`src/scpm_map.svh`:
```
// Purpose: Offsets, field positions, reset values and timing counts
// Assumes: 40 MHz core clock
// Notes: Included by the clock and mode controller
`ifndef SCPM_MAP_SVH
`define SCPM_MAP_SVH

// ----------------------------------------------------------------
// Register offsets
// ----------------------------------------------------------------
`define SCPM_OFS_MODE 8'h00
`define SCPM_OFS_CTRL 8'h04
`define SCPM_OFS_STAT 8'h08

// ----------------------------------------------------------------
// Field positions
// ----------------------------------------------------------------
`define SCPM_MODE_DIV_HI 7
`define SCPM_MODE_DIV_LO 5
`define SCPM_MODE_SLOW_RDY 3
`define SCPM_MODE_FAST_RDY 2
`define SCPM_MODE_IDLE_EN 1
`define SCPM_MODE_FSSEL 0
`define SCPM_CTRL_KEEP 7

// ----------------------------------------------------------------
// Reset values
// ----------------------------------------------------------------
`define SCPM_RST_DIV 3'h0
`define SCPM_RST_IDLE_EN 1'b1
`define SCPM_RST_FSSEL 1'b1
`define SCPM_RST_KEEP 1'b0

// ----------------------------------------------------------------
// Timing
// ----------------------------------------------------------------
`define SCPM_CORE_HZ 40000000
`define SCPM_FAST_HZ 20000000
`define SCPM_SLOW_HZ 32000
`define SCPM_FAST_DIV (`SCPM_CORE_HZ / `SCPM_FAST_HZ)
`define SCPM_SLOW_DIV (`SCPM_CORE_HZ / `SCPM_SLOW_HZ)
`define SCPM_FAST_STAB_NS 10000
`define SCPM_FAST_STAB_CYC ((`SCPM_FAST_STAB_NS * 40 + 999) / 1000)
`define SCPM_SLOW_STAB_US 1000
`define SCPM_SLOW_STAB_CYC (`SCPM_SLOW_STAB_US * 40)
`define SCPM_MAX_SHIFT 6

`endif

```
`src/scpm_pkg.sv`:
```
// Purpose: Types for the clock and mode controller
// Assumes: Nothing beyond the map header
// Notes: One-hot mode codes
package scpm_pkg;

  typedef enum logic [4:0]
  {
    SCPM_NORMAL = 5'b00001,
    SCPM_SLOW = 5'b00010,
    SCPM_SLEEP = 5'b00100,
    SCPM_IDLE0 = 5'b01000,
    SCPM_IDLE1 = 5'b10000
  } scpm_mode_t;

endpackage

```
`src/scpm_top.sv`:
```
// Purpose: System clock selection and operating mode sequencing
// Assumes: Oscillators modelled as tick enables on CORE_CLK
// Notes: Every derived clock leaves as a one-cycle enable pulse
//
// Added by the designer: the strobed register port and the placing of the registers.
`timescale 1ns/1ps
`include "scpm_map.svh"

module scpm_top
  import scpm_pkg::*;
#(
  parameter int SLOW_STAB_CYC = `SCPM_SLOW_STAB_CYC
)
(
  input wire logic CORE_CLK,
  input wire logic ARST_N,
  input wire logic [7:0] ADDR,
  input wire logic [7:0] WDATA,
  input wire logic WR,
  input wire logic RD,
  output logic [7:0] RDATA,
  input wire logic HALT,
  input wire logic WAKE,
  output logic CPU_CLK_EN,
  output logic SYS_CLK_EN,
  output logic SUB_CLK_EN,
  output logic WDT_CLK_EN,
  output logic TBC_CLK_EN,
  output logic FAST_PERIPH_EN,
  output logic FAST_OSC_ON,
  output logic [4:0] MODE
);

  // ----------------------------------------------------------------
  // Reset release
  // ----------------------------------------------------------------
  // Two stages so release never lands inside a setup window
  logic rst_s1_r;
  logic rst_n;

  always_ff @(posedge CORE_CLK or negedge ARST_N)
  begin
    if (!ARST_N)
    begin
      rst_s1_r <= 1'b0;
      rst_n <= 1'b0;
    end
    else
    begin
      rst_s1_r <= 1'b1;
      rst_n <= rst_s1_r;
    end
  end

  // ----------------------------------------------------------------
  // Selection decode
  // ----------------------------------------------------------------
  // Codes 000 and 001 pick slow when the select bit is low
  function automatic logic sel_is_slow(input logic fs, input logic [2:0] d);
    sel_is_slow = !fs && (d[2:1] == 2'b00);
  endfunction

  // Mask of prescaler bits that must be ones for a divided tick
  function automatic logic [5:0] sel_mask(input logic fs, input logic [2:0] d);
    logic [2:0] k;
    k = 3'(4'h8 - {1'b0, d});
    if (fs || d[2:1] == 2'b00)
      sel_mask = 6'h00;
    else
      sel_mask = 6'(6'h3F >> (3'(`SCPM_MAX_SHIFT) - k));
  endfunction

  // ----------------------------------------------------------------
  // Registers
  // ----------------------------------------------------------------
  logic [2:0] div_r;
  logic idle_en_r;
  logic fssel_r;
  logic keep_r;
  logic [3:0] act_r;
  logic [3:0] act_nxt;
  scpm_mode_t mode_r;
  scpm_mode_t mode_nxt;
  logic fast_rdy_r;
  logic slow_rdy_r;
  logic [8:0] fast_cnt_r;
  logic [15:0] slow_cnt_r;
  logic [10:0] slow_div_r;
  logic fast_ph_r;
  logic [5:0] pre_r;
  logic sw_r;

  // Ready bits have no write path: hardware alone owns them
  wire wr_mode = WR && (ADDR == `SCPM_OFS_MODE);
  wire wr_ctrl = WR && (ADDR == `SCPM_OFS_CTRL);

  always_ff @(posedge CORE_CLK or negedge rst_n)
  begin
    if (!rst_n)
    begin
      div_r <= `SCPM_RST_DIV;
      idle_en_r <= `SCPM_RST_IDLE_EN;
      fssel_r <= `SCPM_RST_FSSEL;
      keep_r <= `SCPM_RST_KEEP;
    end
    else
    begin
      if (wr_mode)
      begin
        div_r <= WDATA[`SCPM_MODE_DIV_HI:`SCPM_MODE_DIV_LO];
        idle_en_r <= WDATA[`SCPM_MODE_IDLE_EN];
        fssel_r <= WDATA[`SCPM_MODE_FSSEL];
      end
      if (wr_ctrl)
        keep_r <= WDATA[`SCPM_CTRL_KEEP];
    end
  end

  // ----------------------------------------------------------------
  // Mode sequencing
  // ----------------------------------------------------------------
  wire run = (mode_r == SCPM_NORMAL) || (mode_r == SCPM_SLOW);
  wire act_slow = sel_is_slow(act_r[3], act_r[2:0]);
  wire tgt_slow = sel_is_slow(fssel_r, div_r);
  // Run mode follows the active source, not the pending request
  wire run_mode_slow = act_slow;

  always_comb
  begin
    mode_nxt = mode_r;
    case (mode_r)
      SCPM_NORMAL, SCPM_SLOW:
        if (HALT && !idle_en_r)
          mode_nxt = SCPM_SLEEP;
        else if (HALT && !keep_r)
          mode_nxt = SCPM_IDLE0;
        else if (HALT)
          mode_nxt = SCPM_IDLE1;
        else
          mode_nxt = run_mode_slow ? SCPM_SLOW : SCPM_NORMAL;
      SCPM_SLEEP, SCPM_IDLE0, SCPM_IDLE1:
        if (WAKE)
          mode_nxt = run_mode_slow ? SCPM_SLOW : SCPM_NORMAL;
      default:
        mode_nxt = SCPM_NORMAL;
    endcase
  end

  always_ff @(posedge CORE_CLK or negedge rst_n)
  begin
    if (!rst_n)
      mode_r <= SCPM_NORMAL;
    else
      mode_r <= mode_nxt;
  end

  // ----------------------------------------------------------------
  // Oscillators
  // ----------------------------------------------------------------
  // Fast stays up in run while either side of a switch needs it
  wire fast_on = (run && (!act_slow || !tgt_slow))
    || (mode_r == SCPM_IDLE1 && !act_slow);
  wire fast_tick = fast_on && fast_rdy_r && fast_ph_r;
  // Slow side never powers down: watchdog timing relies on it
  wire slow_tick = slow_rdy_r
    && (slow_div_r == 11'(`SCPM_SLOW_DIV - 1));

  always_ff @(posedge CORE_CLK or negedge rst_n)
  begin
    if (!rst_n)
    begin
      fast_ph_r <= 1'b0;
      fast_cnt_r <= 9'h000;
      fast_rdy_r <= 1'b0;
      slow_cnt_r <= 16'h0000;
      slow_rdy_r <= 1'b0;
      slow_div_r <= 11'h000;
    end
    else
    begin
      fast_ph_r <= fast_on && !fast_ph_r;
      // Ready drops with power so a restart waits out settling
      if (!fast_on)
      begin
        fast_cnt_r <= 9'h000;
        fast_rdy_r <= 1'b0;
      end
      else if (fast_cnt_r == 9'(`SCPM_FAST_STAB_CYC - 1))
        fast_rdy_r <= 1'b1;
      else
        fast_cnt_r <= fast_cnt_r + 9'h001;
      if (slow_cnt_r == 16'(SLOW_STAB_CYC - 1))
        slow_rdy_r <= 1'b1;
      else
        slow_cnt_r <= slow_cnt_r + 16'h0001;
      if (slow_tick || !slow_rdy_r)
        slow_div_r <= 11'h000;
      else
        slow_div_r <= slow_div_r + 11'h001;
    end
  end

  // ----------------------------------------------------------------
  // System clock selection
  // ----------------------------------------------------------------
  logic [5:0] act_mask;
  assign act_mask = sel_mask(act_r[3], act_r[2:0]);
  wire div_tick = fast_tick && ((pre_r & act_mask) == act_mask);
  wire sys_src = act_slow ? slow_tick : div_tick;
  // Blank the cycle after a switch: old and new ticks never abut
  wire sys_raw = sys_src && !sw_r;
  wire tgt_ok = tgt_slow ? slow_rdy_r : fast_rdy_r;
  wire sys_on = run || (mode_r == SCPM_IDLE1);

  // Switch only on a tick of the old source: no runt period
  assign act_nxt = (run && sys_raw && tgt_ok) ? {fssel_r, div_r} : act_r;

  always_ff @(posedge CORE_CLK or negedge rst_n)
  begin
    if (!rst_n)
    begin
      act_r <= {`SCPM_RST_FSSEL, `SCPM_RST_DIV};
      pre_r <= 6'h00;
      sw_r <= 1'b0;
    end
    else
    begin
      act_r <= act_nxt;
      sw_r <= (act_nxt != act_r);
      if (!fast_on)
        pre_r <= 6'h00;
      else if (fast_tick)
        pre_r <= pre_r + 6'h01;
    end
  end

  // ----------------------------------------------------------------
  // Clock enable outputs
  // ----------------------------------------------------------------
  // Registered so each enable is one clean cycle wide
  always_ff @(posedge CORE_CLK or negedge rst_n)
  begin
    if (!rst_n)
    begin
      CPU_CLK_EN <= 1'b0;
      SYS_CLK_EN <= 1'b0;
      SUB_CLK_EN <= 1'b0;
      WDT_CLK_EN <= 1'b0;
      TBC_CLK_EN <= 1'b0;
      FAST_PERIPH_EN <= 1'b0;
      FAST_OSC_ON <= 1'b0;
      MODE <= 5'h01;
    end
    else
    begin
      CPU_CLK_EN <= sys_raw && run;
      SYS_CLK_EN <= sys_raw && sys_on;
      SUB_CLK_EN <= slow_tick;
      WDT_CLK_EN <= slow_tick;
      TBC_CLK_EN <= slow_tick && (mode_r != SCPM_SLEEP);
      FAST_PERIPH_EN <= fast_tick;
      FAST_OSC_ON <= fast_on;
      MODE <= mode_r;
    end
  end

  // ----------------------------------------------------------------
  // Read port
  // ----------------------------------------------------------------
  // Zero outside the answer cycle keeps a stray sample harmless
  logic [7:0] rd_val;
  wire [7:0] mode_val = {div_r, 1'b0, slow_rdy_r, fast_rdy_r, idle_en_r,
    fssel_r};

  always_comb
  begin
    if (ADDR == `SCPM_OFS_MODE)
      rd_val = mode_val;
    else if (ADDR == `SCPM_OFS_CTRL)
      rd_val = {keep_r, 7'h00};
    else if (ADDR == `SCPM_OFS_STAT)
      rd_val = {3'h0, mode_r};
    else
      rd_val = 8'h00;
  end

  always_ff @(posedge CORE_CLK or negedge rst_n)
  begin
    if (!rst_n)
      RDATA <= 8'h00;
    else
      RDATA <= RD ? rd_val : 8'h00;
  end

endmodule

```
`config.mk`:
```
export PLATFORM = sky130hd
export DESIGN_NAME = scpm_top
export DESIGN_NICKNAME = d
export VERILOG_FILES = /design/src/scpm_pkg.sv /design/src/scpm_top.sv
export VERILOG_INCLUDE_DIRS = /design/src
export SDC_FILE = /design/constraint.sdc
export NUM_CORES = 1
export LEC_CHECK = 0
export BUFFER_PORTS_ARGS = -buffer_cell sky130_fd_sc_hd__buf_2
export CORE_MARGIN = 2
export CORE_UTILIZATION = 45
export CTS_BUF_LIST = sky130_fd_sc_hd__clkbuf_8 sky130_fd_sc_hd__clkbuf_16
export DETAILED_ROUTE_END_ITERATION = 10
export GPL_TIMING_DRIVEN = 0
export PLACE_DENSITY = 0.65
export SETUP_SLACK_MARGIN = 0.02
export SLEW_MARGIN = 20
export SYNTH_ARGS = -nofsm -noshare
export SYNTH_HDL_FRONTEND = slang
export SYNTH_SLANG_ARGS = --single-unit
```
`constraint.sdc`:
```
create_clock -name CORE_CLK -period 3.4 [get_ports CORE_CLK]
set_input_delay 0 -clock CORE_CLK [delete_from_list [all_inputs] [get_ports CORE_CLK]]
set_output_delay 0 -clock CORE_CLK [all_outputs]
set_load 0.05 [all_outputs]
```
# After elaboration in Yosys (flattened, before gate mapping)
# Index checks and enable logic that the tools add are counted.
# Widths: inputs -> output; s select.
# op_classes
reduce_logical	38
eq_ne	17
muxes	21
n_bitwise	1
shifts	1
add_sub_neg	6
# ops
operator	n
$mux 5	5
$mux 8	3
$logic_and 1x1->1	18
$mux 6	3
$mux 9	2
$add 16x1->16 const B	1
$eq 16x16->1 const B	1
$add 11x1->11 const B	1
$eq 11x11->1 const B	1
$mux 11	1
$pmux 5 s2	1
$add 9x1->9 const B	1
$eq 9x9->1 const B	1
$logic_not 1->1	9
$eq 8x3->1 const B	1
$eq 8x4->1 const B	1
$logic_not 8->1	1
$add 6x1->6 const B	1
$and 6x6->6	1
$eq 6x6->1	1
$logic_or 1x1->1	6
$shr 6x3->6 const A	1
$eq 5x1->1 const B	1
$eq 5x2->1 const B	1
other kinds (15)	21
# totals
out_inout_bits	20
ff_bits	82
in_bits	22
elab_cells	108

# Logic depth before layout (Yosys ltp)
# Gate-level depths: netlist of run 1.
# depth
ltp_word	15
mapped_depth	8

# Worst setup path before layout of run 1
# Ideal clock, no wire load.
# synth_path
path_type	reg2reg
from	register act_r[1]
to	register act_r[0]
setup_ns	0.128
path_slack_ns	1.108
required_time_ns	3.272
path_buffers	0
stages_incl_launch_ff	9
synth_period_minus_slack_ns	2.292
arrival_time_ns	2.164
path_cell_list	dfrtp_1 -> inv_1 -> ha_1 -> inv_1 -> o21ai_0 -> a311o_1 -> or4_4 -> a21oi_4 -> mux2_1
# synth_between
elab_chain_cells	14
word_cells_on_any_way	22
# synth_lines
element	line_no	source
start: declaration	scpm_top.sv:80	logic [3:0] act_r;
start signal: assignment	scpm_top.sv:222	act_r <= {`SCPM_RST_FSSEL, `SCPM_RST_DIV};
start signal: assignment	scpm_top.sv:228	act_r <= act_nxt;
branches (longest 9 deep; another with $sub 1x3->3)	-	
$mux 1 (*)	scpm_top.sv:209	wire sys_src = act_slow ? slow_tick : div_tick;
$logic_and 1x1->1 (*)	scpm_top.sv:211	wire sys_raw = sys_src && !sw_r;
$logic_and 1x1->1 (*) (2 in series)	scpm_top.sv:216	assign act_nxt = (run && sys_raw && tgt_ok) ? {fssel_r, div_r} : act_r;
$mux 4 (*)	scpm_top.sv:216	
via act_nxt[0]	scpm_top.sv:81	logic [3:0] act_nxt;
# Mark *: on every way through the listed nets, which the timed path passes.
# A chain may end at the register's enable or synchronous reset.

# Worst setup path in the final report of run 1
# Ends and elaborated chain as after synthesis.

==> results of run 1 <==
==> report_power, final <==
group	internal [mW]	switching, mW	total (mW)
sequential	1.03	0.0327	1.06
combinational	0.109	0.188	0.297
clock	0.274	0.329	0.603
==> final timing paths <==
kind | from | endpoint | slack, ns
min in group asynchronous | rst_n | slow_cnt_r[9] | 0.29
worst max register to register | act_r[1] | act_r[0] | 0.92
worst min-delay path | ADDR[2] | RDATA[7] | 0.01
max in group asynchronous | rst_n | MODE[0] | 2.47
worst min register to register | rst_n | slow_cnt_r[9] | 0.29
worst max-delay path | act_r[1] | act_r[0] | 0.92
==> layout by cell type (no fill, tap or decap), types with 3 or more instances in the layout <==
cell            n
mux2_1          3
ha_1            8
buf_2          40
nor2_1         49
o21ai_0        10
xnor2_1        18
clkbuf_1        6
xor2_1         20
dfstp_2         5
and3_1         10
dfrtp_1        76
nand3_1        19
nand4_1         7
nand2b_1        3
nor3_1          7
nor2b_1         3
or3_1           4
dlygate4sd3_1  12
mux2_4          5
inv_1           9
a21oi_1         5
nor4_1          4
and2_1          5
mux2i_1         5
nand2_1        28
clkbuf_8       10
clkinv_2        4
o21a_1          3
==> tightest hold or removal path, delay by kind of cell <==
| kind | cells | cell delay [ns] |
|---|---|---|
| multiplexers | 1 | 0.15 |
| AND/OR/NAND/NOR | 1 | 0.06 |
| buffers and inverters | 1 | 0.13 |
==> logic make-up (layout without fill, tap and decap cells) <==
logic type | after synthesis | count (layout) | synth area share
DFF | 82 | 82 | 0.558
adders and majority gates | 8 | 8 | 0.0271
xor gates and xnor gates | 38 | 38 | 0.0902
other | 1 | 1 | 0.00102
and+or+nand+nor | 149 | 149 | 0.200
AOI/OAI and AO/OA | 27 | 27 | 0.0492
buffers and inverters | 20 | 85 | 0.0254
muxes | 15 | 15 | 0.0492
==> flip-flops by register name, indices dropped and copies added (netlist names), 3 cells and up <==
register	cells
div_r	3
RDATA	8
act_r	4
mode_r	5
pre_r	6
fast_cnt_r	9
slow_div_r	11
slow_cnt_r	16
MODE	5
==> metrics by stage <==
| step | power [mW] | util |
|---|---|---|
| 3_3_place_gp | 1.35 | 0.495 |
| 5_1_grt | 2.05 | 0.533 |
| 4_1_cts | 1.98 | 0.533 |
| 3_5_place_dp | 1.36 | 0.498 |
| 6_report | 1.96 | 0.533 |
| 2_1_floorplan | 1.29 | - |
==> routing by layer <==
metal	vias up	track usage	share of wire
met5	-	0	0
met4	0	0.0652	0.019
met3	12	0.0407	0.036
met2	38	0.233	0.45
met1	1259	0.209	0.50
li1	1262	-	-
==> area by class of cell <==
type                            count  area, um^2  area share
Sequential cell                    82        2060       0.478
Inverter                            8        30.0     0.00696
Multi-Input combinational cell    238        1540       0.357
Clock inverter                      5        23.8     0.00551
Timing Repair Buffer               50         325      0.0754
Clock buffer                       10         138      0.0319
Buffer                             12        63.8      0.0148
Tap cell                          105         131      0.0305
==> out/results.ini, run 1 <==
[outcome]
status=finished, final reports clean

[setup_path]
cp_top_family=compound AO/OA/AOI/OAI gates
crit_type=reg -> reg
crit_path_start_kind=register
cpPeakStageDelay_ns=0.51
worstSetupPathDepth=8
cp_cell_sequence=inv_1 > ha_1 > inv_1 > o21ai_0 > a311o_1 > or4_4 > a21oi_4 > mux2_1
reg2regPathDepth=8
crit_slowest_cell=or4_4
end_kind=register
worstPathBufferInverterCount=2
critPathMostFrequentCell=inv_1
cp_max_fo=5
cp.arrival_ns=2.70
required_ns=3.62

[power]
ir_drop_uv=218
p_leak_nw=2.06
power.density_nw_per_um2=454

[sta]
period_share=0.729
relSlewSlack=0.617
rsz0062_at_grt=no
fmax_ghz=0.403
tightest_slew_ns=0.569
finClkSkew_ns=0.0120
report.final.slew_viol_count=0
setup_slack_ns=0.920
tns_ns=0
period_minus_slack_ns=2.48
finalSetupViolations=0
hold_violations=0
hold_ws_ns=0.0129

[die]
die_x_um=94.6
die_area_um2=8940
placementRows=33
ios=42
core-area_um2=8090
initial_core_util=0.456
die_h_um=94.6

[cells_and_area]
nNetsFinal=431
post_layout_nonfiller_instances=510
finalInstanceArea_um2=4310
area_growth_syn_to_layout_pct=16.8
nFillCells=738
drive_above_1_share=0.190
antenna_cells=0

[clocking]
clockBufferDepth=2
ctsResizeCount=0
cts_tree=done
htree_levels=3
cts_root_buffer=clkbuf_8
cts-buffers-inserted=9
cts_setup_buffers=0
path_clk_slew_ns=0.08
worstSkewPairLatency_ns=0.35
postCtsHoldBufs=12
clkSinkCount=82

[yosys]
synth_edf_count=0
synth-seq-cells=82
synth_area_per_cell_um2=10.9
synthTopCellsByCount=77 x dfrtp_1, 49 x nor2_1, 28 x nand2_1, 20 x xor2_1, 19 x nand3_1
syn_area_um2=3690
ys_types=46
yosys-top-cells-area=dfrtp_1 52%, nor2_1 5.0%, xor2_1 4.7%, xnor2_1 4.3%, dfstp_2 3.6%
seq_area_frac_synth=0.558
yosysWarnings=0
synth_flop_cell=dfrtp_1
syn_inst=340
syn_nets=370
yosysMostFrequentCell=dfrtp_1
synth_top_area_cell=dfrtp_1
yosys.area.top_type_share=0.522
synthArstFlopShare=1.00

[run]
drv_cap=0

[placement]
port_buffers=37
gp_congestion=0.840
dpl.cell_count=483
dp_slack_ns=0.938
placed_cell_area_um2=4030
dp_hpwl_um=4420

[detailed_routing]
vias_per_cell=5.04
wirelength_um=6300
drc=0
drt_iter0_drc=90
antenna_left=0
post_drt_wl_per_cell_um=12.4
drt_pass1_iterations=4
vias=2571

[worst_hold_path]
hold_class=in -> reg
hold_path_depth=3

[global_route]
grt_pass1_vias=2357
grt_usage=0.154
grt_max_degree=46
grt_pass1_wl_um=10600
antenna_found_initial=0
grt-ovfl-total=0

No activity file was read; power rests on OpenSTA's default activity.
==> inputs of run 2 (changes only) <==
Settings changed: PLACE_DENSITY 0.65 to 0.67.
Clock period 3.4 ns to 2 ns, I/O delays scaled along.
==> run 2 against run 1 <==
Effect of this change: the run now ends with negative setup slack left; final cell count up 2.9%; combinational power up 110%; final area up 6.9%; utilization up 3.7 points; register-to-register slack worse by 1.1 ns; die area unchanged; power up 93%; wire length up 10%; clock power up 120%; critical path depth unchanged; largest cell class unchanged.
==> out/results.ini, run 2 (synthesized netlist as in run 1, its figures left out) <==
[power]
pwr-share-seq=0.479
clkPwrFrac=0.353
power.switching_mw=1.00
power.density_nw_per_um2=821
power_frac_comb=0.168
ir_drop_uv=606
total_power_mw=3.78
p_int_mw=2.78
p_leak_nw=2.18
swShare=0.265

[die]
initial_core_util=0.456
die_h_um=94.6
core-area_um2=8090
placementRows=33
die_x_um=94.6
ios=42
die_area_um2=8940

[cells_and_area]
largest_register_ffs=16
regMostFlops=slow_cnt_r
drive_above_1_share=0.271
seq_area_um2=2060
antenna_cells=0
final_common_cell=dfrtp_1
multi_input_area_um2=1640
reg.largest.list=slow_cnt_r (16), slow_div_r (11), fast_cnt_r (9)
area_growth_syn_to_layout_pct=24.9
nNetsFinal=445
nFillCells=691
fin_util=0.570
final_cell_mix=75 x dfrtp_1, 47 x nor2_1, 39 x buf_2

[clocking]
cts_tree=done
cts_root_buffer=clkbuf_8
cts-buffers-inserted=9
clockBufferDepth=2
worstSkewPairLatency_ns=0.35
clkSinkCount=82
htree_levels=3
path_clk_slew_ns=0.08

[worst_hold_path]
hp-start=WR
hold_class=in -> reg

[global_route]
grt_pass1_wl_um=11300
grt_max_degree=45
grt_usage=0.164
grt-ovfl-total=0
grt_pass1_vias=2457
antenna_found_initial=0

[setup_path]
worstPathBufferInverterCount=1
crit_start=act_r[1]
cp_cell_sequence=buf_6 > ha_2 > nor2b_4 > nor3_2 > nor2_1 > or4_4 > a21oi_4 > mux2_4
r2r_start=act_r[1]
cp_top_family=simple AND/OR/NAND/NOR gates
crit_path_start_kind=register
crit_type=reg -> reg
end_kind=register
cp_max_fo=4
crit_slowest_cell=or4_4
cp.arrival_ns=2.45
required_ns=2.23
cpPeakStageDelay_ns=0.50

[placement]
dp_slack_ns=-0.339
port_buffers=37
dp_hpwl_um=4500
gp_congestion=0.780

[sta]
setup_slack_ns=-0.215
period_minus_slack_ns=2.21
finClkSkew_ns=0.00857
report.final.slew_viol_count=0
fmax_ghz=0.452
period_share=1.11
relSlewSlack=0.669
hold_violations=0
finalSetupViolations=6
rsz0062_at_grt=yes
tightest_slew_ns=0.492

[detailed_routing]
post_drt_wl_per_cell_um=13.2
drt_iter0_drc=157
vias_per_cell=5.01
drc=0
wirelength_um=6950
vias=2628
drt_pass1_iterations=4
antenna_left=0

[run]
drv_cap=0

[outcome]
violations=negative setup slack
status=complete, but fails checks

## run 2: worst reg2reg max path: cells and delay by family, from the launching register on
family,cells,cell delay (ns)
and+or+nand+nor,4,0.80
DFF,1,0.43
muxes,1,0.33
AOI/OAI and AO/OA,1,0.24
adders and majority gates,1,0.17
buffers and inverters,1,0.13
## run 2: final timing paths
check / endpoint / slack, ns / cells past startpoint
max: act_r[2] / -0.21 / 8
min: keep_r / 0.03 / 5
max reg2reg: act_r[2] / -0.21 / 8
min reg2reg: slow_cnt_r[14] / 0.30 / 0
max in group asynchronous: act_r[3] / 1.04 / 1
min in group asynchronous: slow_cnt_r[14] / 0.30 / 0
## run 2: area by class of cell
| cell class | count | share of cell area |
|---|---|---|
| sequential | 82 | 0.447 |
| tap | 105 | 0.0285 |
| clock buffer | 11 | 0.0328 |
| multi-input combinational | 238 | 0.355 |
| clock inverter | 5 | 0.0168 |
| timing repair buffer | 67 | 0.101 |
| buffer | 9 | 0.0119 |
| inverter | 8 | 0.00651 |
## run 2: timing repair
| action | 4_1_cts | 5_1_grt |
|---|---|---|
| endpoints found under the hold margin | 14 | 0 |
| gates resized for setup | 11 | 16 |
| buffers inserted | 6 | 11 |
| endpoints found under the setup margin | 17 | 18 |
| pin swaps | 7 | 5 |
| hold buffers | 12 | 0 |
## run 2: power groups by stage
stage                     Clock, mW  Combinational [mW]  Sequential [mW]
after global placement            0               0.447             1.85
after floorplan                   0               0.238             1.95
after CTS                      1.37               0.535             1.81
after global routing           1.46               0.690             1.83
after detailed placement          0               0.478             1.84
final                          1.33               0.635             1.81
## run 2: per-stage QoR
stage / hold slack [ns] / std cells / setup TNS [ns] / area (um^2)
finish: 0.0251 / 525 / -0.799 / 4610
global route: 0.0627 / 525 / -1.34 / 4610
CTS: 0.0112 / 516 / -0.907 / 4480
detailed placement: -0.213 / 483 / -2.81 / 4050
global placement: -0.215 / 482 / -2.10 / 4030
floorplan: -0.296 / 340 / -0.616 / 3710
## run 2: layer usage
metal,share of wire,GRT usage
met3,0.034,0.0447
met4,0.014,0.0580
met2,0.48,0.257
met5,0,0
met1,0.47,0.221
==> inputs of run 3 (changes only) <==
--- a/config.mk
+++ b/config.mk
@@ -11,4 +11,5 @@
 export CORE_UTILIZATION = 45
 export CTS_BUF_LIST = sky130_fd_sc_hd__clkbuf_8 sky130_fd_sc_hd__clkbuf_16
+export CTS_CLUSTER_DIAMETER = 40
 export DETAILED_ROUTE_END_ITERATION = 10
 export GPL_TIMING_DRIVEN = 0
==> constraint.sdc (replaced) <==
create_clock -name CORE_CLK -period 2 [get_ports CORE_CLK]
set_input_delay 0.1 -clock CORE_CLK [delete_from_list [all_inputs] [get_ports CORE_CLK]]
set_output_delay 0.1 -clock CORE_CLK [all_outputs]
set_load 0.05 [all_outputs]
==> run 3 against run 2 <==
Effect of this change: final cell count down 1.1%; sequential share of layout area up 0.59 points; die area unchanged; the run still ends with negative setup slack left; clock power about the same; utilization down 0.74 points; highest routed layer unchanged; count of clock-buffer cells in the layout unchanged; power down 0.25%; combinational power down 2%; register-to-register slack about the same; non-clock buffer count down 6; wire length down 0.85%.
==> out/results.ini, run 3 (synthesized netlist as in run 1, its figures left out) <==
[clocking]
cts-buffers-inserted=9
htree_levels=3
clkSinkCount=82
path_clk_slew_ns=0.08
clockBufferDepth=2
cts_root_buffer=clkbuf_8
worstSkewPairLatency_ns=0.35
cts_tree=done

[die]
core-area_um2=8090
die_h_um=94.6
die_x_um=94.6
ios=42
initial_core_util=0.456
placementRows=33
die_area_um2=8940

[cells_and_area]
largest_register_ffs=16
antenna_cells=0
drive_above_1_share=0.275
area_growth_syn_to_layout_pct=23.3
nFillCells=698
fin_util=0.562
final_cell_mix=75 x dfrtp_1, 47 x nor2_1, 39 x buf_2
final_common_cell=dfrtp_1
nNetsFinal=439
reg.largest.list=slow_cnt_r (16), slow_div_r (11), fast_cnt_r (9)
regMostFlops=slow_cnt_r

[setup_path]
cp.arrival_ns=2.45
cp_max_fo=4
cpPeakStageDelay_ns=0.50
r2r_start=act_r[1]
cp_cell_sequence=buf_6 > ha_2 > nor2b_4 > nor3_2 > nor2_1 > or4_4 > a21oi_4 > mux2_4
end_kind=register
cp_top_family=simple AND/OR/NAND/NOR gates
crit_path_start_kind=register
crit_slowest_cell=or4_4
worstPathBufferInverterCount=1
crit_start=act_r[1]
required_ns=2.23
crit_type=reg -> reg

[global_route]
grt_usage=0.163
grt_pass1_wl_um=11300
grt_max_degree=45
grt-ovfl-total=0
grt_pass1_vias=2413
antenna_found_initial=0

[power]
clkPwrFrac=0.354
total_power_mw=3.77
p_int_mw=2.77
ir_drop_uv=606
swShare=0.265
p_leak_nw=2.16
power_frac_comb=0.165
power.density_nw_per_um2=829
pwr-share-seq=0.481
power.switching_mw=1.00

[sta]
setup_slack_ns=-0.214
period_minus_slack_ns=2.21
fmax_ghz=0.452
report.final.slew_viol_count=0
rsz0062_at_grt=yes
period_share=1.11
hold_violations=0
finClkSkew_ns=0.00869
finalSetupViolations=6

[outcome]
status=complete, but fails checks
violations=negative setup slack

[worst_hold_path]
hold_class=in -> reg
hp-start=HALT

[placement]
port_buffers=37
gp_congestion=0.780
dp_hpwl_um=4500

[run]
drv_cap=0

[detailed_routing]
wirelength_um=6890
vias_per_cell=5.02
vias=2605
drc=0
drt_iter0_drc=136
post_drt_wl_per_cell_um=13.3
antenna_left=0
drt_pass1_iterations=4

-- run 3: cell count changes in the layout (fill, tap and decap cells not counted) --
cell / previous run / this run
dlygate4sd3_1: 12 / 6
-- run 3: metal layers --
layer  track usage  wire length (um)  vias up
met3        0.0447               267        9
met2         0.254              3290       41
li1              -                 -     1283
met1         0.219              3230     1272
met5             0                 0        -
met4        0.0580                96        0
-- run 3: worst reg2reg max path, delay by kind of cell, from the launching register on --
kind | cells | cell delay [ns]
flip-flops | 1 | 0.43
AND/OR/NAND/NOR | 4 | 0.80
adder cells (fa/ha/maj) | 1 | 0.17
AO/OA/AOI/OAI | 1 | 0.24
multiplexers | 1 | 0.33
buffers and inverters | 1 | 0.13
-- run 3: power by group through the flow --
stage | registers, mW | logic [mW] | clock network (mW)
global placement | 1.85 | 0.447 | 0
finish | 1.81 | 0.623 | 1.34
detailed placement | 1.84 | 0.478 | 0
CTS | 1.81 | 0.527 | 1.37
floorplan | 1.95 | 0.238 | 0
global route | 1.83 | 0.682 | 1.46
-- run 3: final timing paths --
| check | endpoint | slack [ns] | depth (start not counted) |
|---|---|---|---|
| worst max-delay path | act_r[2] | -0.21 | 8 |
| worst min-delay path | mode_r[2] | 0.01 | 3 |
| worst max register to register | act_r[2] | -0.21 | 8 |
| worst min register to register | slow_cnt_r[14] | 0.30 | 0 |
| max in group asynchronous | act_r[3] | 1.05 | 1 |
| min in group asynchronous | rst_n | 0.06 | 2 |
-- run 3: repair_timing --
| action | in CTS | in global routing |
|---|---|---|
| resized for setup | 11 | 16 |
| setup endpoints to repair | 17 | 18 |
| pin swaps | 7 | 5 |
| setup buffers | 6 | 11 |
| hold buffers | 6 | 0 |
| hold endpoints to repair | 8 | 0 |
-- run 3: cell type report --
type / count / area [um^2] / share of cell area
Sequential cell: 82 / 2060 / 0.453
Timing Repair Buffer: 61 / 404 / 0.0888
Clock buffer: 11 / 151 / 0.0333
Multi-Input combinational cell: 238 / 1640 / 0.360
Tap cell: 105 / 131 / 0.0289
Inverter: 8 / 30.0 / 0.00660
Buffer: 9 / 55.1 / 0.0121
Clock inverter: 5 / 77.6 / 0.0170
-- run 3: stage by stage --
step / setup slack (ns) / std cells / area (um^2) / hold WS [ns] / setup TNS [ns]
floorplan: -0.213 / 340 / 3710 / -0.196 / -0.616
global placement: -0.320 / 482 / 4030 / -0.115 / -2.10
detailed placement: -0.339 / 483 / 4050 / -0.113 / -2.81
CTS: -0.222 / 510 / 4420 / 0.00102 / -0.907
global route: -0.288 / 519 / 4550 / 0.0166 / -1.34
finish: -0.214 / 519 / 4550 / 0.0149 / -0.798
